$ cat config.mk
export PLATFORM = sky130hd
export DESIGN_NAME = epsld_core
export DESIGN_NICKNAME = d
export VERILOG_FILES = /design/src/shared/epsld_pkg.sv /design/src/core/epsld_core.sv
export SDC_FILE = /design/constraint.sdc
export NUM_CORES = 1
export LEC_CHECK = 0
export ABC_CLOCK_PERIOD_IN_PS = 4960
export BUFFER_PORTS_ARGS = -buffer_cell sky130_fd_sc_hd__clkbuf_2
export CORE_MARGIN = 2
export CORE_UTILIZATION = 45
export CTS_BUF_LIST = sky130_fd_sc_hd__clkbuf_16
export DETAILED_ROUTE_END_ITERATION = 12
export PLACE_DENSITY = 0.65
export SETUP_SLACK_MARGIN = 0.05
export SLEW_MARGIN = 20
export SYNTH_ARGS = -nofsm -noshare
export SYNTH_HDL_FRONTEND = slang
export SYNTH_SLANG_ARGS = --single-unit
$ cat constraint.sdc
create_clock -name mclk_in -period 4.96 [get_ports mclk_in]
set_input_delay 0.496 -clock mclk_in [delete_from_list [all_inputs] [get_ports mclk_in]]
set_output_delay 0.496 -clock mclk_in [all_outputs]
set_load 0.005 [all_outputs]
$ cat src/shared/epsld_pkg.sv
// Package for the Ethernet PHY status indicator driver
package epsld_pkg;
   // ****************************************************************
   // Register map (byte addresses)
   // ****************************************************************
   localparam int ADDR_W = 4;
   localparam logic [ADDR_W-1:0] OFF_BLINK_HALF = 4'h0;
   localparam logic [ADDR_W-1:0] OFF_STATUS = 4'h4;
   localparam logic [ADDR_W-1:0] OFF_COUNT = 4'h8;
   // ****************************************************************
   // Status register fields
   // ****************************************************************
   localparam int ST_LINK_UP = 0;
   localparam int ST_RECEIVING = 1;
   localparam int ST_TRANSMITTING = 2;
   localparam int ST_COLLISION = 3;
   localparam int ST_FULL_DUPLEX = 4;
   localparam int ST_SPEED_100 = 5;
   localparam int ST_PHASE = 6;
   localparam int ST_IND_LSB = 8;
   // ****************************************************************
   // Timing
   // ****************************************************************
   localparam int CLK_KHZ = 50000;
   localparam int BLINK_HALF_MS = 50;
   localparam int BLINK_HALF_CYCLES = BLINK_HALF_MS * CLK_KHZ;
   localparam int CNT_W = 32;
   localparam logic [CNT_W-1:0] CNT_RESET = 32'h0;
   localparam logic [31:0] RDATA_RESET = 32'h0;
   // ****************************************************************
   // Types
   // ****************************************************************
   typedef enum logic [0:0] {
      BUS_IDLE = 1'b0,
      BUS_ACK = 1'b1
   } epsld_bus_state_t;

   typedef struct packed {
      logic speed_100;
      logic full_duplex;
      logic collision;
      logic transmitting;
      logic receiving;
      logic link_up;
   } epsld_phy_status_t;

   typedef struct packed {
      logic line_rate_indicator_n;
      logic duplex_indicator_n;
      logic link_state_indicator_n;
      logic collision_indicator_n;
      logic receive_activity_indicator_n;
   } epsld_ind_t;

   localparam epsld_ind_t IND_RESET = 5'h1F;
endpackage : epsld_pkg

$ cat src/core/epsld_core.sv
// Indicator driver for PHY status with Avalon-MM register slave
//
// Added by the designer: the Avalon-MM interface to the registers and the register addresses.
`timescale 1ns/1ps
module epsld_core #(
   parameter int BLINK_HALF_CYCLES = epsld_pkg::BLINK_HALF_CYCLES
) (
   input wire logic mclk_in,
   input wire logic reset_n_in,
   input wire epsld_pkg::epsld_phy_status_t phy_status_in,
   input wire logic [epsld_pkg::ADDR_W-1:0] avs_address_in,
   input wire logic avs_read_in,
   input wire logic avs_write_in,
   input wire logic [31:0] avs_writedata_in,
   input wire logic [3:0] avs_byteenable_in,
   output logic [31:0] avs_readdata_out,
   output logic avs_waitrequest_out,
   output epsld_pkg::epsld_ind_t indicators_out
);
   // ****************************************************************
   // Parameter check
   // ****************************************************************
   if (BLINK_HALF_CYCLES < 1) begin : g_bad_half
      $error("BLINK_HALF_CYCLES must be at least one");
   end

   localparam logic [epsld_pkg::CNT_W-1:0] HALF_DEFAULT =
      epsld_pkg::CNT_W'(BLINK_HALF_CYCLES);

   function automatic logic sel(input logic [epsld_pkg::ADDR_W-1:0] a,
                                input logic [epsld_pkg::ADDR_W-1:0] off);
      sel = (a == off);
   endfunction : sel

   // ****************************************************************
   // Bus slave
   // ****************************************************************
   epsld_pkg::epsld_bus_state_t bus_r, bus_nxt;
   logic [31:0] rdata_r, rdata_nxt;
   logic [epsld_pkg::CNT_W-1:0] half_r, half_nxt;
   logic [epsld_pkg::CNT_W-1:0] cnt_r, cnt_nxt;
   logic phase_r, phase_nxt;
   epsld_pkg::epsld_ind_t ind_r, ind_nxt;
   logic req;
   logic [31:0] status_word;
   logic [epsld_pkg::CNT_W-1:0] half_eff;

   assign req = avs_read_in | avs_write_in;
   assign avs_waitrequest_out = req & (bus_r == epsld_pkg::BUS_IDLE);
   assign avs_readdata_out = rdata_r;

   always_comb begin
      status_word = 32'h0;
      status_word[epsld_pkg::ST_LINK_UP] = phy_status_in.link_up;
      status_word[epsld_pkg::ST_RECEIVING] = phy_status_in.receiving;
      status_word[epsld_pkg::ST_TRANSMITTING] = phy_status_in.transmitting;
      status_word[epsld_pkg::ST_COLLISION] = phy_status_in.collision;
      status_word[epsld_pkg::ST_FULL_DUPLEX] = phy_status_in.full_duplex;
      status_word[epsld_pkg::ST_SPEED_100] = phy_status_in.speed_100;
      status_word[epsld_pkg::ST_PHASE] = phase_r;
      status_word[epsld_pkg::ST_IND_LSB +: 5] = ind_r;
   end

   always_comb begin
      bus_nxt = epsld_pkg::BUS_IDLE;
      rdata_nxt = rdata_r;
      half_nxt = half_r;
      if (bus_r == epsld_pkg::BUS_IDLE) begin
         if (req) begin
            bus_nxt = epsld_pkg::BUS_ACK;
         end
         if (avs_read_in) begin
            if (sel(avs_address_in, epsld_pkg::OFF_BLINK_HALF)) begin
               rdata_nxt = half_r;
            end else if (sel(avs_address_in, epsld_pkg::OFF_STATUS)) begin
               rdata_nxt = status_word;
            end else if (sel(avs_address_in, epsld_pkg::OFF_COUNT)) begin
               rdata_nxt = cnt_r;
            end else begin
               rdata_nxt = 32'h0;
            end
         end
      end else if (avs_write_in && sel(avs_address_in, epsld_pkg::OFF_BLINK_HALF)) begin
         for (int b = 0; b < 4; b++) begin
            if (avs_byteenable_in[b]) begin
               half_nxt[8*b +: 8] = avs_writedata_in[8*b +: 8];
            end
         end
      end
   end

   always_ff @(posedge mclk_in or negedge reset_n_in) begin
      if (!reset_n_in) begin
         bus_r <= epsld_pkg::BUS_IDLE;
         rdata_r <= epsld_pkg::RDATA_RESET;
         half_r <= HALF_DEFAULT;
      end else begin
         bus_r <= bus_nxt;
         rdata_r <= rdata_nxt;
         half_r <= half_nxt;
      end
   end

   // ****************************************************************
   // Blink divider and indicators
   // ****************************************************************
   assign half_eff = (half_r == '0) ? epsld_pkg::CNT_W'(1) : half_r;

   always_comb begin
      cnt_nxt = cnt_r + epsld_pkg::CNT_W'(1);
      phase_nxt = phase_r;
      if (cnt_r >= half_eff - epsld_pkg::CNT_W'(1)) begin
         cnt_nxt = '0;
         phase_nxt = ~phase_r;
      end
      ind_nxt = epsld_pkg::IND_RESET;
      ind_nxt.receive_activity_indicator_n = phy_status_in.receiving ? phase_r : 1'b1;
      ind_nxt.collision_indicator_n = ~phy_status_in.collision;
      if (!phy_status_in.link_up) begin
         ind_nxt.link_state_indicator_n = 1'b1;
      end else if (phy_status_in.receiving || phy_status_in.transmitting) begin
         ind_nxt.link_state_indicator_n = phase_r;
      end else begin
         ind_nxt.link_state_indicator_n = 1'b0;
      end
      ind_nxt.duplex_indicator_n = ~phy_status_in.full_duplex;
      ind_nxt.line_rate_indicator_n = ~phy_status_in.speed_100;
   end

   always_ff @(posedge mclk_in or negedge reset_n_in) begin
      if (!reset_n_in) begin
         cnt_r <= epsld_pkg::CNT_RESET;
         phase_r <= 1'b0;
         ind_r <= epsld_pkg::IND_RESET;
      end else begin
         cnt_r <= cnt_nxt;
         phase_r <= phase_nxt;
         ind_r <= ind_nxt;
      end
   end

   assign indicators_out = ind_r;
endmodule : epsld_core

; ---- Word-level counts from Yosys, hierarchy flattened
; Index checks and enable logic that the tools add are counted.
; Widths: inputs -> output; s select.
[totals]
reg_bits = 103
in_bits = 50
wordCells = 44
[classes]
addsub = 2
n_lt_le_gt_ge = 1
eq_ne = 2
mux = 10
bitwise_logic = 7
reduce_logical = 9
[ops]
columns = cell, count
row1 = $mux 32, 5
row2 = $add 32x1->32 const B, 1
row3 = $ge 32x32->1, 1
row4 = $logic_not 32->1, 1
row5 = $sub 32x1->32 const B, 1
row6 = $reduce_and 3->1, 4
row7 = $mux 1, 5
row8 = $not 1->1, 5
row9 = $eq 4x3->1 const B, 1
row10 = $eq 4x4->1 const B, 1
row11 = $logic_not 4->1, 1
row12 = $reduce_and 2->1, 1
row13 = $and 1x1->1, 1
row14 = $logic_and 1x1->1, 1
row15 = $logic_or 1x1->1, 1
row16 = $or 1x1->1, 1

; ---- Logic depth before layout (Yosys ltp)
; Gate-level depths: netlist of the first run.
[logic_depth]
ltp_word = 5
depth_mapped = 16
mapped_depth_nobuf = 14

; ---- Worst setup path before layout of the first run
; No wires, ideal clock.
[synth_timing]
kind = register -> register
startpoint = register half_r[20] (netlist name)
endpoint = register cnt_r[27] (netlist name)
setup_time_ps = 147
arrival_time_ps = 4147
slack_ps = 666
stages_incl_launch_ff = 16
path_buffers = 1
synth_period_minus_slack_ps = 4294
path_cell_list = dfrtp_1 or4_4 or4b_4 nor3_4 a21oi_1 ha_1 nand2_1 nor3_1 xnor2_1 ha_1 nand4_1 nor3_1 or4b_2 a31oi_2 buf_2 a211oi_1
[synth_between]
elab_chain_cells = 5
[synth_rtl]
columns = element, line
row1 = from (decl), epsld_core.sv:40  ; logic [epsld_pkg::CNT_W-1:0] half_r, half_nxt;
row2 = from (signal assigned), epsld_core.sv:100  ; half_r <= half_nxt;
row3 = $logic_not 32->1, epsld_core.sv:107  ; assign half_eff = (half_r == '0) ? epsld_pkg::CNT_W'(1) : half_r;
row4 = $mux 32 *, epsld_core.sv:107
row5 = $sub 32x1->32 *, epsld_core.sv:112  ; if (cnt_r >= half_eff - epsld_pkg::CNT_W'(1)) begin
row6 = $ge 32x32->1 *, epsld_core.sv:112
row7 = $mux 32 *, epsld_core.sv:112
row8 = via cnt_nxt (one bit), epsld_core.sv:41  ; logic [epsld_pkg::CNT_W-1:0] cnt_r, cnt_nxt;
row9 = to (signal assigned), epsld_core.sv:132  ; cnt_r <= epsld_pkg::CNT_RESET;
row10 = to (signal assigned), epsld_core.sv:136  ; cnt_r <= cnt_nxt;
row11 = to (decl), epsld_core.sv:41
; The timed path passes the listed nets; every way through them passes the cells marked *.
; A chain may end at the register's enable or synchronous reset.

; ---- Final worst setup path of the first run
[layout_timing]
startpoint = register half_r[20] (netlist name)
endpoint = register cnt_r[28] (netlist name)
; The elaborated chain is that of the path after synthesis.

==> flow_summary.ini, run 1 <==
[outcome]
status = finished clean

[layout]
layout-drive-gt1-share_pct = 25.97
antenna_cells = 0
fin_area_um2 = 6888
utilization_pct = 54.14
fin_nets = 749
fin_cells = 842
area_growth_pct = 16.71

[power]
power_mw = 2.467
p_leak_nw = 3.125
power_density_nw_per_um2 = 358.1
ir_drop_mv = 0.2461

[placed_design]
postPlaceCellArea_um2 = 6569
gp_congestion = 0.8329
portBuffers = 87
hpwlAfterDp_um = 11410
place_inst = 826

[logic_synthesis]
yosys.area.top_type = dfrtp_1
synth_ff_type = dfrtp_1
syn_area_um2 = 5902
synth-compound-area-share_pct = 11.83
ys_seq_area_share_pct = 43.95
synth-async-reset-ratio_pct = 100.0
ys_ff_latch = 103
synthXorXnorAreaFrac_pct = 8.014
ys_warn_count = 0
synth-simple-area-share_pct = 18.25
synth_adder_area_share_pct = 7.208
synth_edf_count = 0
synth_top_area_share_pct = 38.16
ys_types = 51
yosys-top-cells-count = dfrtp_1, nand2_1, nor3_1, o21ai_0, ha_1
synth_top_family_by_area = simple AND/OR/NAND/NOR gates
syn_area_per_cell_um2 = 10.11
syn_inst = 584
synth.area.mux_share_pct = 8.310
synthesis.nets = 668
synth.most_common_cell = dfrtp_1
synth_area_leaders = dfrtp_1, ha_1, mux2_2

[timing]
slew_viol_final = 0
fin_crit_sh_pct = 92.96
final-setup-viol-count = 0
tns_ns = 0
skew_ns = 0.01674
relSlewSlack_pct = 49.60
hold_violations = 0
rsz0062_at_grt = no
fmaxAchievable_mhz = 216.9
final.min_clock_period_ns = 4.611
worst_pin_slew_ns = 0.7560

[clocking]
clockBufferDepth = 2
cts-hold-fix-buffers = 0
cts.reportedPaths.clkPinSlew_ns = 0.07
cts_sinks = 103
cts_root_buf = clkbuf_16
htree_levels = 3
insertion_delay_ns = 0.37
cts_tree = yes
cts_buffers = 9
post_cts_buffers = 0

[global_routing]
grt_use_total_pct = 22.56
antenna_found_initial = 0
grt_max_degree = 60
first_global_vias = 4892
grt_first_pass_wirelength_um = 25020
gr-total-overflow = 0

[critical_path]
critPathMaxStageDelay_ns = 0.68
r2r_cells = 15
startpoint_type = flop
cp-end-kind = flop
slowest_stage = or4b_2
crit_top_cell = nor3_1
critPathMaxFanout = 32
worst_ep_required_time_ns = 5.17
crit_chain = or4_4 > or4b_4 > nor3_4 > a21oi_1 > ha_1 > nand2_1 > nor3_1 > xnor2_1 > ha_1 > nand4_1 > nor3_1 > or4b_2 > a31oi_2 > buf_12 > nor3_1
worstPathArrival_ns = 4.82
critical_path_class = reg -> reg

[drt]
drt_first_pass_iters = 5
via_count = 4928
routed_wl_um = 15270
wl_per_cell_um = 18.13
vias_per_cell = 5.853
drcViolationCount = 0
drt_iter0_drc = 268
antenna_left = 0

[hold_path]
min_path_type = in -> async

[die]
die_x_um = 118.5
start_util_pct = 46.39
die-area_um2 = 14050
die_y_um = 118.5
rows = 41
core_area_um2 = 12720
pin_count = 88

[run]
maxCapViolations = 0
[cell usage in the layout, fill, tap and decap left out, types with 5 or more instances in the layout]
master      n
dfrtp_1    90
clkbuf_2   86
nand2_1    58
nor3_1     38
o21ai_0    38
ha_1       34
mux2_2     32
xor2_1     29
xnor2_1    25
nand4_1    21
nand3_1    20
a22oi_1    20
nor2_1     19
a21oi_1    15
mux2i_1    13
dfstp_2    13
inv_1      12
a22o_1     12
nor4_1     10
clkbuf_16   9
and3_1      7
buf_4       7
or3_1       6
a211oi_1    5
[worst paths after layout]
path | to | slack (ns) | from
max | cnt_r[28] | 0.35 | half_r[20]
min | avs_readdata_out[0] | 0.14 | reset_n_in
max reg2reg | cnt_r[28] | 0.35 | half_r[20]
min reg2reg | bus_r | 0.46 | bus_r
max in group asynchronous | cnt_r[18] | 3.67 | reset_n_in
min in group mclk_in | indicators_out[4] | 0.26 | phy_status_in[5]
[report_power, final]
part / switching (mW) / total (mW) / internal [mW]
Combinational: 0.350 / 0.645 / 0.295
Clock: 0.347 / 0.751 / 0.404
Sequential: 0.147 / 1.07 / 0.924
[routing by layer]
layer / routed length [um] / track usage, % / vias up
met1: 6841 / 30.63 / 2424
li1: - / - / 2319
met4: 386 / 9.226 / 0
met2: 7115 / 35.27 / 152
met5: 0 / 0 / -
met3: 923 / 4.537 / 33
[sequential cells by signal, summed over array words and instances, names as in the netlist]
register / cells
phase_r: 1
avs_readdata_out: 32
cnt_r: 32
half_r: 32
indicators_out: 5
bus_r: 1
[kinds of logic after synthesis]
logic type | Yosys count
AO/OA/AOI/OAI | 106
XOR/XNOR | 54
flip-flops | 103
adder cells (fa/ha/maj) | 34
buffers and inverters | 37
multiplexers | 45
AND/OR/NAND/NOR | 205
[per-stage QoR]
stage | hold slack, ns | setup WS (ns)
2_1_floorplan | 0.2004 | 0.6658
3_3_place_gp | 0.4298 | 0.4623
3_5_place_dp | 0.4453 | 0.3151
4_1_cts | 0.1505 | 0.3097
5_1_grt | 0.1755 | 0.1061
6_report | 0.1369 | 0.3491
[cell type report]
type,count,area [um2]
multi-input cells,444,3203
flip-flops and latches,103,2594
repair buffers,95,518.0
inverters,12,45.04
well taps,172,215.2
clock inverters,7,87.58
clock buffers,9,225.2
fillers,1198,5834
[worst max-delay path: cells and delay by family, from the launching register on]
family                     cells  cell delay [ns]
buffers and inverters          1             0.22
AOI/OAI and AO/OA              2             0.37
DFF                            1             0.43
xor gates and xnor gates       1             0.13
and+or+nand+nor                9             2.73
adders and majority gates      2             0.58
[timing repair]
action / CTS / global route
endpoints found under the hold margin: 0 / 0
gates resized for setup: 0 / 1
endpoints found under the setup margin: 0 / 16
Power figures use the tool's default switching activity.
==> run 2: changes to the inputs <==
--- a/config.mk
+++ b/config.mk
@@ -13,2 +13,3 @@
 export DETAILED_ROUTE_END_ITERATION = 12
+export GPL_TIMING_DRIVEN = 0
 export PLACE_DENSITY = 0.65
==> constraint.sdc (replaced) <==
create_clock -name mclk_in -period 4.96 [get_ports mclk_in]
set_input_delay 0.744 -clock mclk_in [delete_from_list [all_inputs] [get_ports mclk_in]]
set_output_delay 0.744 -clock mclk_in [all_outputs]
set_load 0.005 [all_outputs]
==> run 2 against run 1 <==
- utilization increased by 0.30 points
- routed wire length shrank 0.11%
- clock skew decreased by 0.0072 ns
- sequential power about the same
- highest routed layer unchanged
- register-to-register slack got worse by 0.14 ns
- critical path type unchanged
- sequential cell count stayed put
- sequential share of layout area shrank 0.21 points
- final area rose by 0.56%
- combinational power rose by 3.9%
- global-route usage fell by 0.25 points
==> flow_summary.ini, run 2 (same netlist as run 1, synthesis figures left out) <==
[die]
die_x_um = 118.5
die_y_um = 118.5
die-area_um2 = 14050
pin_count = 88
rows = 41
start_util_pct = 46.39
core_area_um2 = 12720

[clocking]
cts_tree = yes
insertion_delay_ns = 0.35
cts_buffers = 9
clockBufferDepth = 2
cts_root_buf = clkbuf_16
cts.reportedPaths.clkPinSlew_ns = 0.06
htree_levels = 3
cts_sinks = 103

[power]
power_density_nw_per_um2 = 349.4
p_int_mw = 1.611
comb_power_share_pct = 27.7
ir_drop_mv = 0.1674
switching_share_pct = 33.45
p_switching_mw = 0.8094
p_leak_nw = 3.130
seqPwrFrac_pct = 43.9
clkPwrFrac_pct = 28.4
power_mw = 2.420

[critical_path]
critical_path_class = reg -> reg
crit_top_cell = nor3_1
r2r_cells = 15
cp-end-kind = flop
crit_buf_inv = 1
r2r_start = half_r[20]
worst_ep_required_time_ns = 5.17
crit_family = simple AND/OR/NAND/NOR gates
worstPathArrival_ns = 4.96
critPathMaxStageDelay_ns = 0.69
reg2reg_slack_ns = 0.21
critPathMaxFanout = 10
r2r-end = cnt_r[14]
slowest_stage = or4b_2
startpoint_type = flop
crit_chain = or4_4 > or4b_4 > nor3_4 > a21oi_1 > ha_1 > nand2_1 > nor3_1 > xnor2_1 > ha_1 > nand4_1 > nor3_1 > or4b_2 > a31oi_4 > clkbuf_4 > nor3_1
cp.depth = 15

[timing]
skew_ns = 0.009523
final.min_clock_period_ns = 4.750
fin_crit_sh_pct = 95.76
relSlewSlack_pct = 23.22
rsz0062_at_grt = no
worst_pin_slew_ns = 1.141
hold_violations = 0
final-setup-viol-count = 0
slew_viol_final = 0
tns_ns = 0
fmaxAchievable_mhz = 210.5

[layout]
layout-drive-gt1-share_pct = 23.98
fin_nets = 767
regArea_um2 = 2594
area_growth_pct = 17.36
multi_input_area_um2 = 3211
antenna_cells = 0
final_common_cell = dfrtp_1
n_fill_cell = 1166
mostFrequentLayoutCells = dfrtp_1, clkbuf_2, nand2_1, nor3_1, o21ai_0

[global_routing]
antenna_found_initial = 0
grt_first_pass_wirelength_um = 24950
grt_use_total_pct = 22.32
gr-total-overflow = 0
grt_max_degree = 54
first_global_vias = 4890

[run]
maxCapViolations = 0

[drt]
routed_wl_um = 15250
via_count = 4973
vias_per_cell = 5.783
drcViolationCount = 0
wl_per_cell_um = 17.73
drt_first_pass_iters = 5
drt_iter0_drc = 325
antenna_left = 0

[placed_design]
gp_congestion = 0.8513
hpwlAfterDp_um = 11500
portBuffers = 86

[outcome]
status = finished clean

[hold_path]
min_path_type = in -> async
## run 2: repair_timing
item,in CTS,in global routing
pin swaps,1,0
buffers inserted,1,0
resized for setup,1,9
endpoints found under the hold margin,0,0
setup endpoints to repair,31,31
hold buffers,0,0
cloned,0,0
## run 2: power by group through the flow
stage               Sequential, mW  Clock [mW]  Combinational, mW
floorplan                     1.02           0              0.472
global placement              1.07           0              0.610
detailed placement            1.07           0              0.645
CTS                           1.06       0.698              0.655
global route                  1.07       0.733              0.749
finish                        1.06       0.688              0.670
## run 2: stage by stage
stage / utilization [%] / instances / setup slack [ns] / area [um2] / hold WS [ns]
2_1_floorplan: - / 584 / 0.6658 / 5902 / 0.4343
3_3_place_gp: 51.47 / 842 / 0.01356 / 6548 / 0.4338
4_1_cts: 54.07 / 860 / 0.1614 / 6879 / 0.3571
6_report: 54.45 / 860 / 0.2105 / 6927 / 0.3371
5_1_grt: 54.45 / 860 / 0.03142 / 6927 / 0.3736
3_5_place_dp: 51.75 / 843 / -0.08559 / 6584 / 0.4535
## run 2: how the worst max path moves through the flow
stage,end,slack (ns),from
5_1_grt,cnt_r[16],0.03,half_r[20]
6_report,cnt_r[14],0.21,half_r[20]
4_1_cts,cnt_r[14],0.16,half_r[20]
3_5_place_dp,cnt_r[28],-0.09,half_r[20]
2_1_floorplan,cnt_r[27],0.67,half_r[20]
3_3_place_gp,cnt_r[18],0.01,half_r[20]
## run 2: cell type report
class	count	share of cell area, %
repair buffers	88	6.846
inverters	12	0.6503
well taps	172	3.107
multi-input cells	444	46.35
plain buffers	25	1.535
flip-flops and latches	103	37.45
clock inverters	7	0.8129
clock buffers	9	3.251
## run 2: metal layers
| layer | track usage (%) | wire, um | up-vias |
|---|---|---|---|
| li1 | - | - | 2354 |
| met1 | 30.80 | 6841 | 2463 |
| met2 | 35.60 | 7364 | 138 |
| met3 | 4.295 | 820 | 18 |
| met4 | 6.771 | 223 | 0 |
| met5 | 0 | 0 | - |
